**config.mk**
```make
export PLATFORM = sky130hd
export DESIGN_NAME = cntm_ctrl
export DESIGN_NICKNAME = d
export VERILOG_FILES = /design/src/core/cntm_pkg.sv /design/src/core/cntm_wake_if.sv /design/src/core/cntm_ctrl.sv /design/src/core/cntm_wake_det.sv
export VERILOG_INCLUDE_DIRS = /design/src /design/src/core
export SDC_FILE = /design/constraint.sdc
export NUM_CORES = 1
export LEC_CHECK = 0
export BUFFER_PORTS_ARGS = -buffer_cell sky130_fd_sc_hd__buf_2
export CORE_MARGIN = 4
export CORE_UTILIZATION = 38
export CTS_CLUSTER_DIAMETER = 60
export CTS_CLUSTER_SIZE = 16
export DETAILED_ROUTE_END_ITERATION = 10
export PLACE_DENSITY = 0.52
export SLEW_MARGIN = 25
export SYNTH_ARGS = -nofsm -noshare
export SYNTH_HDL_FRONTEND = slang
export SYNTH_SLANG_ARGS = --single-unit
```
**constraint.sdc**
```tcl
create_clock -name clk_i -period 2.8 [get_ports clk_i]
set_input_delay 0.56 -clock clk_i [delete_from_list [all_inputs] [get_ports clk_i]]
set_output_delay 0.56 -clock clk_i [all_outputs]
set_load 0.01 [all_outputs]
```
**src/core/cntm_defs.svh**
```systemverilog
// Timing constants for the transceiver mode and wake control block
`ifndef CNTM_DEFS_SVH
`define CNTM_DEFS_SVH
`define CNTM_CLK_HZ 25000000
`define CNTM_CLK_NS 40
// Wake phase time, ns (0.5 us least)
`define CNTM_WAKE_PHASE_NS 500
`define CNTM_WAKE_PHASE_CYC ((`CNTM_WAKE_PHASE_NS + `CNTM_CLK_NS - 1) / `CNTM_CLK_NS)
// Wake filter time, ns (1.8 us most)
`define CNTM_WAKE_FILT_NS 1800
`define CNTM_WAKE_FILT_CYC (`CNTM_WAKE_FILT_NS / `CNTM_CLK_NS)
// Wake pattern timeout, us (typ 3.0 ms)
`define CNTM_WAKE_TO_US 3000
`define CNTM_WAKE_TO_CYC (`CNTM_WAKE_TO_US * (`CNTM_CLK_HZ / 1000000))
// Dominant timeout, us (typ 2.0 ms)
`define CNTM_DOM_TO_US 2000
`define CNTM_DOM_TO_CYC (`CNTM_DOM_TO_US * (`CNTM_CLK_HZ / 1000000))
// Receive output valid delay after wake, us (4 least, 20 most)
`define CNTM_RXD_START_US 4
`define CNTM_RXD_START_CYC (`CNTM_RXD_START_US * (`CNTM_CLK_HZ / 1000000))
// Mode change time, us (40 most)
`define CNTM_MODE_US 40
`define CNTM_MODE_CYC (`CNTM_MODE_US * (`CNTM_CLK_HZ / 1000000))
`define CNTM_CNT_W 20
`endif

```
**src/core/cntm_pkg.sv**
```systemverilog
// Types for the transceiver mode and wake control block
package cntm_pkg;
  typedef enum logic [1:0] {
    CNTM_NORMAL = 2'b01,
    CNTM_STANDBY = 2'b10
  } cntm_mode_t;
  typedef enum logic [3:0] {
    CNTM_W_IDLE = 4'b0001,
    CNTM_W_DOM1 = 4'b0010,
    CNTM_W_REC = 4'b0100,
    CNTM_W_DOM2 = 4'b1000
  } cntm_wstate_t;
endpackage : cntm_pkg

```
**src/core/cntm_wake_if.sv**
```systemverilog
// Signals between the mode controller and the wake detector
`timescale 1ns/100ps
interface cntm_wake_if;
  logic arm;
  logic bus_dom;
  logic detected;
  modport ctrl (output arm, output bus_dom, input detected);
  modport det (input arm, input bus_dom, output detected);
endinterface : cntm_wake_if

```
**src/core/cntm_ctrl.sv**
```systemverilog
// Mode, pin truth table and protection logic of a high-speed bus transceiver
// Notes on behaviour
// - Standby select low gives normal mode
// - Normal: transmit low drives bus dominant
// - Normal: receive output mirrors bus state
// - Standby: transmitter and receiver off, wake monitor
// - Standby receive high until wake, then follows
// - Select low returns to normal within 40us
// - Wake needs dominant, recessive, dominant phases
// - Whole pattern within timeout or detector resets
// - Filter noise and clamped dominant bus
// - No wake flag on normal, undervoltage, timeout
// - Long transmit low disables the transmitter
// - Transmit high clears the dominant timer
// - Floating transmit and select read high
// - Undervoltage forces standby, ignores select
// - Thermal shutdown holds until cool and transmit high
`timescale 1ns/100ps
`include "cntm_defs.svh"
module cntm_ctrl
  import cntm_pkg::*;
(
  input wire logic clk_i,
  input wire logic resetn_i,
  input wire logic ce_i,
  input wire logic txd_i,
  input wire logic txd_drv_i,
  input wire logic standby_select_i,
  input wire logic standby_select_drv_i,
  input wire logic bus_dom_i,
  input wire logic undervoltage_i,
  input wire logic thermal_shutdown_i,
  output logic rxd_o,
  output logic bus_drive_dom_o,
  output logic bus_bias_gnd_o,
  output logic normal_rx_en_o,
  output logic normal_mode_o,
  output logic dominant_timeout_o,
  output logic wake_flag_o
);
  localparam logic [`CNTM_CNT_W-1:0] DTO_C = `CNTM_CNT_W'(`CNTM_DOM_TO_CYC);
  localparam logic [`CNTM_CNT_W-1:0] RXS_C = `CNTM_CNT_W'(`CNTM_RXD_START_CYC);
  localparam logic [`CNTM_CNT_W-1:0] MODE_C = `CNTM_CNT_W'(`CNTM_MODE_CYC);

  cntm_wake_if wk ();

  cntm_mode_t mode_q, mode_d;
  logic [`CNTM_CNT_W-1:0] mcnt_q, mcnt_d;
  logic [`CNTM_CNT_W-1:0] dto_q, dto_d;
  logic dto_hit_q, dto_hit_d;
  logic tsd_q, tsd_d;
  logic [`CNTM_CNT_W-1:0] rxs_q, rxs_d;
  logic rx_follow_q, rx_follow_d;
  logic rxd_q, rxd_d;
  logic drv_q, drv_d;
  logic txd_eff, stb_eff, want_normal, tx_ok;
  logic in_normal, in_standby;

  // Undriven pins read as the weak pull-up would leave them
  assign txd_eff = txd_drv_i ? txd_i : 1'b1;
  assign stb_eff = standby_select_drv_i ? standby_select_i : 1'b1;
  // Supply loss overrides select
  assign want_normal = !stb_eff && !undervoltage_i;
  // Either protection keeps the driver off until transmit is seen high
  assign tx_ok = !dto_hit_q && !tsd_q && !thermal_shutdown_i;
  assign in_normal = (mode_q == CNTM_NORMAL);
  assign in_standby = (mode_q == CNTM_STANDBY);

  // Only the low-power receiver listens, and only on a good supply
  assign wk.arm = in_standby && !undervoltage_i;
  assign wk.bus_dom = bus_dom_i;

  // Pattern search restarts from idle each time it is armed
  cntm_wake_det cntm_wake_det_i (
    .clk_i(clk_i),
    .resetn_i(resetn_i),
    .ce_i(ce_i),
    .wk(wk)
  );

  // Mode selection with bounded transition delay
  always_comb begin
    mode_d = mode_q;
    mcnt_d = '0;
    if (undervoltage_i) begin
      mode_d = CNTM_STANDBY;
    end else begin
      unique case (mode_q)
        CNTM_NORMAL: begin
          if (stb_eff) begin
            mode_d = CNTM_STANDBY;
          end
        end
        CNTM_STANDBY: begin
          if (want_normal) begin
            // Short settling delay, well inside the 40 us bound
            mcnt_d = mcnt_q + `CNTM_CNT_W'(1);
            if (mcnt_q >= RXS_C || mcnt_q >= MODE_C - `CNTM_CNT_W'(1)) begin
              mode_d = CNTM_NORMAL;
              mcnt_d = '0;
            end
          end
        end
        // An upset code falls back to the passive mode
        default: begin
          mode_d = CNTM_STANDBY;
        end
      endcase
    end
  end

  // Reset lands in standby so the bus stays passive
  always_ff @(posedge clk_i) begin
    if (!resetn_i) begin
      mode_q <= CNTM_STANDBY;
      mcnt_q <= '0;
    end else if (ce_i) begin
      mode_q <= mode_d;
      mcnt_q <= mcnt_d;
    end
  end

  // Dominant timeout; the counter stops at its limit so it cannot wrap
  always_comb begin
    dto_d = dto_q;
    dto_hit_d = dto_hit_q;
    if (!in_normal || txd_eff) begin
      dto_d = '0;
    end else if (dto_q != DTO_C) begin
      dto_d = dto_q + `CNTM_CNT_W'(1);
    end
    if (in_normal && !txd_eff && dto_q == DTO_C) begin
      dto_hit_d = 1'b1;
    end else if (txd_eff) begin
      dto_hit_d = 1'b0;
    end
  end

  always_ff @(posedge clk_i) begin
    if (!resetn_i) begin
      dto_q <= '0;
      dto_hit_q <= 1'b0;
    end else if (ce_i) begin
      dto_q <= dto_d;
      dto_hit_q <= dto_hit_d;
    end
  end

  // Thermal latch; a cooled die still waits for transmit high
  always_comb begin
    tsd_d = tsd_q;
    if (thermal_shutdown_i) begin
      tsd_d = 1'b1;
    end else if (txd_eff) begin
      tsd_d = 1'b0;
    end
  end

  always_ff @(posedge clk_i) begin
    if (!resetn_i) begin
      tsd_q <= 1'b0;
    end else if (ce_i) begin
      tsd_q <= tsd_d;
    end
  end

  // Receiver settles a few microseconds after a wake in standby
  always_comb begin
    rxs_d = rxs_q;
    rx_follow_d = rx_follow_q;
    if (in_normal || !wk.detected) begin
      rxs_d = '0;
      rx_follow_d = 1'b0;
    end else if (rxs_q != RXS_C) begin
      rxs_d = rxs_q + `CNTM_CNT_W'(1);
    end else begin
      // Counter rests at its end value until the flag drops
      rx_follow_d = 1'b1;
    end
  end

  always_ff @(posedge clk_i) begin
    if (!resetn_i) begin
      rxs_q <= '0;
      rx_follow_q <= 1'b0;
    end else if (ce_i) begin
      rxs_q <= rxs_d;
      rx_follow_q <= rx_follow_d;
    end
  end

  // Pin truth table; standby ignores transmit entirely
  always_comb begin
    rxd_d = 1'b1;
    drv_d = 1'b0;
    if (in_normal) begin
      rxd_d = !bus_dom_i;
      drv_d = !txd_eff && tx_ok;
    end else if (wk.detected && rx_follow_q) begin
      rxd_d = !bus_dom_i;
    end
  end

  always_ff @(posedge clk_i) begin
    if (!resetn_i) begin
      rxd_q <= 1'b1;
      drv_q <= 1'b0;
    end else if (ce_i) begin
      rxd_q <= rxd_d;
      drv_q <= drv_d;
    end
  end

  // Analog enables follow the mode register directly
  assign rxd_o = rxd_q;
  assign bus_drive_dom_o = drv_q;
  assign bus_bias_gnd_o = in_standby;
  assign normal_rx_en_o = in_normal;
  assign normal_mode_o = in_normal;
  assign dominant_timeout_o = dto_hit_q;
  assign wake_flag_o = wk.detected;
endmodule : cntm_ctrl

```
**src/core/cntm_wake_det.sv**
```systemverilog
// Filtered dominant-recessive-dominant wake pattern detector
`timescale 1ns/100ps
`include "cntm_defs.svh"
module cntm_wake_det
  import cntm_pkg::*;
(
  input wire logic clk_i,
  input wire logic resetn_i,
  input wire logic ce_i,
  cntm_wake_if.det wk
);
  localparam logic [`CNTM_CNT_W-1:0] PHASE_C = `CNTM_CNT_W'(`CNTM_WAKE_PHASE_CYC);
  localparam logic [`CNTM_CNT_W-1:0] TO_C = `CNTM_CNT_W'(`CNTM_WAKE_TO_CYC);
  cntm_wstate_t st_q, st_d;
  logic [`CNTM_CNT_W-1:0] ph_q, ph_d;
  logic [`CNTM_CNT_W-1:0] to_q, to_d;
  logic det_q, det_d;
  logic long_ph;

  // A phase only counts once it has lasted past the wake time, which drops glitches
  assign long_ph = (ph_q >= PHASE_C);
  assign wk.detected = det_q;

  always_comb begin
    st_d = st_q;
    // Saturates so a long quiet bus never wraps into a short phase
    ph_d = (ph_q == '1) ? ph_q : ph_q + `CNTM_CNT_W'(1);
    to_d = to_q;
    det_d = det_q;
    if (!wk.arm) begin
      st_d = CNTM_W_IDLE;
      ph_d = '0;
      to_d = '0;
      det_d = 1'b0;
    end else if (!det_q) begin
      if (st_q != CNTM_W_IDLE) begin
        to_d = to_q + `CNTM_CNT_W'(1);
      end
      unique case (st_q)
        CNTM_W_IDLE: begin
          if (wk.bus_dom) begin
            st_d = CNTM_W_DOM1;
            ph_d = '0;
            to_d = '0;
          end
        end
        CNTM_W_DOM1: begin
          // Short dominant phase restarts search; clamped bus stays here until the pattern timeout
          if (!wk.bus_dom) begin
            st_d = long_ph ? CNTM_W_REC : CNTM_W_IDLE;
            ph_d = '0;
          end
        end
        CNTM_W_REC: begin
          if (wk.bus_dom) begin
            st_d = long_ph ? CNTM_W_DOM2 : CNTM_W_DOM1;
            ph_d = '0;
            if (!long_ph) begin
              to_d = '0;
            end
          end
        end
        CNTM_W_DOM2: begin
          if (long_ph) begin
            det_d = 1'b1;
          end else if (!wk.bus_dom) begin
            st_d = CNTM_W_REC;
            ph_d = '0;
          end
        end
        default: begin
          st_d = CNTM_W_IDLE;
          ph_d = '0;
        end
      endcase
      if (st_q != CNTM_W_IDLE && to_q >= TO_C) begin
        st_d = CNTM_W_IDLE;
        ph_d = '0;
        to_d = '0;
        det_d = 1'b0;
      end
    end
  end

  always_ff @(posedge clk_i) begin
    if (!resetn_i) begin
      st_q <= CNTM_W_IDLE;
      ph_q <= '0;
      to_q <= '0;
      det_q <= 1'b0;
    end else if (ce_i) begin
      st_q <= st_d;
      ph_q <= ph_d;
      to_q <= to_d;
      det_q <= det_d;
    end
  end
endmodule : cntm_wake_det

```
==> results.txt, run 1 <==
----------------------------------------------------
[Floorplan]
  Core footprint ... 14600 um2
  Overall die area ... 17100 um2
  Vertical die dimension ... 131 um
  Top Ports ... 17
  Starting density of the core ... 0.391
  Number of placement rows ... 44
  Die width ... 131 um

[Clock tree]
  Clock buffer count from CTS ... 9
  Post-CTS repair timing setup buffer count ... 0
  Worst-path clk slew ... 70 ps
  Clock Latency Late Sink ... 350 ps
  Hold buffer count at cts ... 0
  Clock Tree Buf Depth ... 2
  Depth of the CTS H-tree ... 3
  CTS tree ... built
  Number of sinks on the clock net ... 112
  Buffer cell driving the clock tree root ... clkbuf_16
  Post-CTS sizing ... 0

[Power and ir drop]
  Share of power burned in the clock network ... 0.432
  Switching pwr ... 0.739 mW
  Post-route total power ... 3.11 mW
  Power Dens Cells ... 490 nW/um2
  Cell-internal power ... 2.37 mW
  Share of total power consumed by net switching ... 0.238
  Maximum ir drop on the vdd rail ... 337 uV
  P_leak ... 2.06 nW
  Fraction of power consumed by combinational cells ... 0.052
  Sequential cell fraction of total power ... 0.516

[Global routing]
  Pin count of the biggest net entering global routing ... 39
  Antenna violations before repair ... 0
  Sum of overflow across all layers after global routing ... 0
  Vias in the first global route ... 4621
  Wire length of the first global-routing pass ... 22300 um
  GRT Total Usage ... 0.159

[Layout]
  Fill cell total of the finished layout ... 1469
  Footprint of the multi-input gates ... 3250 um2
  Post-route core utilization ... 0.433
  Final #Nets ... 741
  Number of standard cells in the final layout excluding fillers ... 909
  Share of layout cells above drive strength 1 ... 0.0869
  Area growth from synthesis to layout ... 10.5%
  Sequential cell area ... 2240 um2
  N_diodes ... 0

[Synth]
  FFs w/ async S/R, synth ... 0
  Synth Net Count ... 728
  Avg Synthesized Cell Area ... 8.11 um2
  Post-synth top flop ... dfxtp_1
  Part of the Yosys area used for sequential elements ... 0.391
  Total standard cell area after synthesis ... 5730 um2
  Post-synth EDFFs ... 0
  YS warnings ... 0
  Number of instances in the synthesized netlist ... 707
  Distinct cell type count of the synthesized netlist ... 64
  Post-synthesis sequential element count ... 112

[Place]
  Cell count after placement ... 893
  Sum of net half-perimeters after detailed placement ... 9100 um
  Placer congestion estimate ... 0.824
  Count of input and output buffers ... 16

[Timing]
  Hold slack final ... 480 ps
  Fin crit period ... 2450 ps
  Total count of max-transition violations in the final report ... 0
  Maximum clock frequency ... 409 MHz
  RSZ-0062 raised after global routing ... no
  Final cycle utilization of the critical path ... 0.874
  Final hold violations ... 0
  Number of setup violations in the final report ... 0
  Worst Max-Slew Pin Slew ... 671 ps
  Slew HR ... 0.546
  Setup Total Neg Slack ... 0 ps
  Worst clock skew ... 11.0 ps

[Routing]
  Number of vias after detailed routing ... 4973
  Detailed-route vias per instance ... 5.47
  Post-route DRC violation count ... 0
  First-iteration detailed-routing DRC count ... 278
  DR WL/cell ... 14.2 um
  Remaining antenna violation count ... 0
  Final wirelength ... 12900 um
  DR pass1 iterations ... 5

[Worst setup path]
  Category of the most critical setup path ... reg2reg
  CP Data Arrival Time ... 2690 ps
  Worst setup SP type ... flop
  CP required ... 3040 ps
  Capturing element type of the critical path ... flop
  Critical path fanouts, max ... 10

[Flow run]
  MaxCap Viol Count ... 0

[Min path]
  Type of the worst min-delay path ... reg2reg

[Run status]
  Run status ... completed

----------------------------------------------------
## per-layer routing
metal	GRT usage	vias up	routed length [um]	part of all wire
met3	0.0370	14	430	0.033
met1	0.215	2344	6430	0.50
met2	0.254	66	5830	0.45
met5	0	-	0	0
met4	0.0478	0	175	0.014
li1	-	2549	-	-
## cell usage in the layout, fill, tap and decap left out, types with 5 or more instances in the layout
cell / instances
dfxtp_1: 112
nor2_1: 93
nand2_1: 67
nand3_1: 40
nor3_1: 27
inv_1: 25
nand4_1: 24
o21ai_0: 22
a21oi_1: 21
xor2_1: 21
xnor2_1: 21
nor2b_1: 17
buf_4: 17
and3_1: 16
buf_2: 16
nor4_1: 14
or3_1: 13
a21boi_0: 12
ha_1: 11
and2_1: 9
clkbuf_16: 9
a31oi_1: 7
o211ai_1: 6
and4_1: 6
o21a_1: 6
nand3b_1: 5
o311ai_0: 5
or4_1: 5
nor4b_1: 5
o21ai_1: 5
## power groups by stage
stage / combinational [mW] / clock (mW) / sequential (mW)
after floorplan: 0.103 / 0 / 1.64
after global placement: 0.161 / 0 / 1.64
after detailed placement: 0.161 / 0 / 1.64
after CTS: 0.162 / 1.41 / 1.60
after global routing: 0.181 / 1.47 / 1.60
final: 0.161 / 1.34 / 1.60
## final cells by class
type                       instances  area share
multi-input combinational        539       0.513
clock inverter                     7      0.0134
clock buffer                       9      0.0356
inverter                          25      0.0148
sequential                       112       0.354
tap                              184      0.0363
timing repair buffer              33      0.0328
## cells by family (layout without fill, tap and decap cells)
family | after synthesis | count (layout) | share of synthesized area
AO/OA/AOI/OAI | 115 | 115 | 0.137
XOR/XNOR | 42 | 42 | 0.0642
adder cells (fa/ha/maj) | 11 | 11 | 0.0240
buffers and inverters | 56 | 74 | 0.0430
flip-flops | 112 | 112 | 0.391
multiplexers | 3 | 3 | 0.00546
AND/OR/NAND/NOR | 368 | 368 | 0.335
## cell usage after synthesis, types with 11 or more instances
cell type  count  area, um2
nor3_1        28        140
ha_1          11        138
a21boi_0      12       90.1
clkbuf_1      23       86.3
nand3_1       40        200
and3_1        16        100
nand2_1       67        251
xnor2_1       21        184
nor2b_1       17        106
nor2_1        93        349
o21ai_0       24        120
a21oi_1       21        105
nor4_1        14       87.6
nand4_1       24        150
dfxtp_1      112       2240
xor2_1        21        184
or3_1         13       81.3
inv_1         25       93.8
## critical path: stages, from the launching register on
cell	delay, ps
dfxtp_1	520
nand4_1	190
or3_1	420
or3_1	550
and3_4	270
and4b_1	200
o21ai_1	120
a21boi_1	70
## flip-flops by register name, summed over array words and instances, names as in the netlist
name and flops:
cntm_wake_det_i.ph_q 20, cntm_wake_det_i.to_q 20, dto_q 20, mcnt_q 20, rxs_q 20, cntm_wake_det_i.st_q 4, mode_q 2, bus_drive_dom_o 1
cntm_wake_det_i.wk.detected 1, dominant_timeout_o 1, rx_follow_q 1, rxd_o 1, tsd_q 1
## path summary, 6_finish.rpt
path / from / end / slack, ps / cells past startpoint
max: cntm_wake_det_i.ph_q[6]$_SDFFE_PN0P_ / cntm_wake_det_i.ph_q[7]$_SDFFE_PN0P_ / 350 / 7
min: mcnt_q[19]$_SDFFE_PN0P_ / mcnt_q[19]$_SDFFE_PN0P_ / 480 / 1
max reg2reg: cntm_wake_det_i.ph_q[6]$_SDFFE_PN0P_ / cntm_wake_det_i.ph_q[7]$_SDFFE_PN0P_ / 350 / 7
min reg2reg: mcnt_q[19]$_SDFFE_PN0P_ / mcnt_q[19]$_SDFFE_PN0P_ / 480 / 1
## metrics by stage
step           area [um2]  worst slack [ps]
6_report             6330               352
5_1_grt              6330               207
4_1_cts              6330               360
3_5_place_dp         6020               259
3_3_place_gp         6020               325
2_1_floorplan        5730               600
No activity file was read; power rests on OpenSTA's default activity.
==> run 2, diff against run 1 <==
--- a/config.mk
+++ b/config.mk
@@ -8,11 +8,11 @@
 export LEC_CHECK = 0
 export BUFFER_PORTS_ARGS = -buffer_cell sky130_fd_sc_hd__buf_2
 export CORE_MARGIN = 4
-export CORE_UTILIZATION = 38
+export CORE_UTILIZATION = 25
 export CTS_CLUSTER_DIAMETER = 60
 export CTS_CLUSTER_SIZE = 16
 export DETAILED_ROUTE_END_ITERATION = 10
-export PLACE_DENSITY = 0.52
+export PLACE_DENSITY = 0.38
 export SLEW_MARGIN = 25
 export SYNTH_ARGS = -nofsm -noshare
 export SYNTH_HDL_FRONTEND = slang
==> results.txt, run 2 (synthesis gave the netlist of run 1 again) <==
----------------------------------------------------
[Routing]
  First-iteration detailed-routing DRC count ... 293 (+5.4%)
  DR WL/cell ... 14.5 um (+2.4%)
  Detailed-route vias per instance ... 4.95 (-9.5%)
  Number of vias after detailed routing ... 5019 (+0.92%)
  Remaining antenna violation count ... 0 (unchanged)
  Post-route DRC violation count ... 0 (unchanged)
  DR pass1 iterations ... 5 (unchanged)
  Final wirelength ... 14700 um (+14%)

[Power and ir drop]
  Cell-internal power ... 2.30 mW (-2.9%)
  Share of power burned in the clock network ... 0.421 (-0.011)
  Sequential cell fraction of total power ... 0.523 (+0.007)
  Fraction of power consumed by combinational cells ... 0.055 (+0.003)
  Maximum ir drop on the vdd rail ... 227 uV (-33%)
  Post-route total power ... 3.06 mW (-1.4%)
  P_leak ... 2.07 nW (+0.75%)
  Power Dens Cells ... 472 nW/um2 (-3.7%)
  Switching pwr ... 0.764 mW (+3.5%)
  Share of total power consumed by net switching ... 0.250 (+0.0118)

[Worst setup path]
  Capturing element type of the critical path ... flop
  Max stage delay on crit path ... 460 ps (-90 ps)
  Crit-path cells ... nor4_1 -> o2111a_1 -> a21oi_1 -> nor3_1 -> nor3_2 -> buf_4 -> and3_1 -> o31a_1
  Max stage delay cell, worst path ... nor4_1
  Category of the most critical setup path ... reg2reg
  CP required ... 3050 ps (about the same)
  Critical path fanouts, max ... 11 (+1)
  CP Data Arrival Time ... 2680 ps (about the same)
  Worst setup SP type ... flop

[Floorplan]
  Overall die area ... 25400 um2 (+49%)
  Die width ... 159 um (+22%)
  Vertical die dimension ... 159 um (+22%)
  Top Ports ... 17 (unchanged)
  Number of placement rows ... 55 (+25%)
  Starting density of the core ... 0.254 (-0.137)
  Core footprint ... 22600 um2 (+54%)

[Place]
  Total cell area at the placement stage ... 6190 um2 (+2.8%)
  Count of input and output buffers ... 16 (unchanged)
  Cell count after placement ... 998 (+12%)
  Placer congestion estimate ... 0.774 (-6.1%)
  Sum of net half-perimeters after detailed placement ... 10200 um (+12%)

[Layout]
  Commonest cells after routing, fill and taps aside ... dfxtp_1, nor2_1, nand2_1
  Leading cell type in the layout, fill and taps excluded ... dfxtp_1
  Number of standard cells in the final layout excluding fillers ... 1014 (+12%)
  Area growth from synthesis to layout ... 13.1%
  Final instance area ... 6480 um2 (+2.4%)
  Final #Nets ... 745 (+0.54%)
  N_diodes ... 0 (unchanged)
  Share of layout cells above drive strength 1 ... 0.0919 (+0.00501)

[Timing]
  Final hold violations ... 0 (unchanged)
  RSZ-0062 raised after global routing ... no
  Setup Total Neg Slack ... 0 ps (unchanged)
  Maximum clock frequency ... 411 MHz (+0.64%)
  Final cycle utilization of the critical path ... 0.869 (-0.00558)
  Number of setup violations in the final report ... 0 (unchanged)
  Fin crit period ... 2430 ps (-15.6 ps)
  Total count of max-transition violations in the final report ... 0 (unchanged)
  Slew HR ... 0.477 (-0.0697)
  Worst Max-Slew Pin Slew ... 774 ps (+103 ps)
  Worst clock skew ... 13.8 ps (+2.83 ps)

[Clock tree]
  Worst-path clk slew ... 80 ps (about the same)
  Buffer cell driving the clock tree root ... clkbuf_16
  Post-CTS sizing ... 0 (unchanged)
  Clock buffer count from CTS ... 9 (unchanged)
  Clock Tree Buf Depth ... 2 (unchanged)
  CTS tree ... built
  Post-CTS repair timing setup buffer count ... 0 (unchanged)
  Hold buffer count at cts ... 0 (unchanged)
  Number of sinks on the clock net ... 112 (unchanged)
  Clock Latency Late Sink ... 360 ps (about the same)
  Depth of the CTS H-tree ... 3 (unchanged)

[Run status]
  Run status ... completed

[Global routing]
  Vias in the first global route ... 4889 (+5.8%)
  Sum of overflow across all layers after global routing ... 0 (unchanged)
  GRT Total Usage ... 0.117 (-0.0426)
  Antenna violations before repair ... 0 (unchanged)
  Pin count of the biggest net entering global routing ... 39 (unchanged)
  Wire length of the first global-routing pass ... 24800 um (+11%)

[Min path]
  Type of the worst min-delay path ... reg2reg

[Flow run]
  MaxCap Viol Count ... 0 (unchanged)

----------------------------------------------------
[run 2: cell type report]
cell class              instances  area, um2
repair buffers                 37        250
flip-flops and latches        112       2240
inverters                      25       93.8
well taps                     285        357
clock inverters                 6       52.6
fillers                      2445      16100
clock buffers                  10        239
multi-input cells             539       3250
[run 2: power by group through the flow]
stage / Sequential (mW) / Clock, mW / Combinational, mW
after floorplan: 1.64 / 0 / 0.103
after global placement: 1.64 / 0 / 0.171
after detailed placement: 1.64 / 0 / 0.171
after CTS: 1.60 / 1.36 / 0.172
after global routing: 1.60 / 1.42 / 0.188
final: 1.60 / 1.29 / 0.169
[run 2: per-stage QoR]
| step | worst slack, ps | hold WS (ps) | utilization |
|---|---|---|---|
| 6_report | 368 | 471 | 0.287 |
| 5_1_grt | 218 | 504 | 0.287 |
| 4_1_cts | 353 | 474 | 0.287 |
| 3_5_place_dp | 336 | 458 | 0.274 |
| 3_3_place_gp | 367 | 455 | 0.274 |
| 2_1_floorplan | 600 | 432 | - |
[run 2: per-layer routing]
layer	vias to the layer above	wire length (um)	GRT usage
li1	2561	-	-
met1	2366	7330	0.158
met2	79	6650	0.187
met3	13	563	0.0267
met4	0	161	0.0331
met5	-	0	0
[run 2: path summary, 6_finish.rpt]
kind	startpoint	slack [ps]	end	depth (start not counted)
min reg2reg	cntm_wake_det_i.to_q[19]$_SDFFE_PN0P_	470	cntm_wake_det_i.to_q[19]$_SDFFE_PN0P_	2
max reg2reg	cntm_wake_det_i.ph_q[7]$_SDFFE_PN0P_	370	cntm_wake_det_i.ph_q[12]$_SDFFE_PN0P_	8
min	cntm_wake_det_i.to_q[19]$_SDFFE_PN0P_	470	cntm_wake_det_i.to_q[19]$_SDFFE_PN0P_	2
max	cntm_wake_det_i.ph_q[7]$_SDFFE_PN0P_	370	cntm_wake_det_i.ph_q[12]$_SDFFE_PN0P_	8
[run 2: worst max-delay path, delay by kind of cell, from the launching register on]
kind            cells  cell delay (ps)
buf+inv             1              200
flops               1              390
simple gates        4             1040
compound gates      3              690
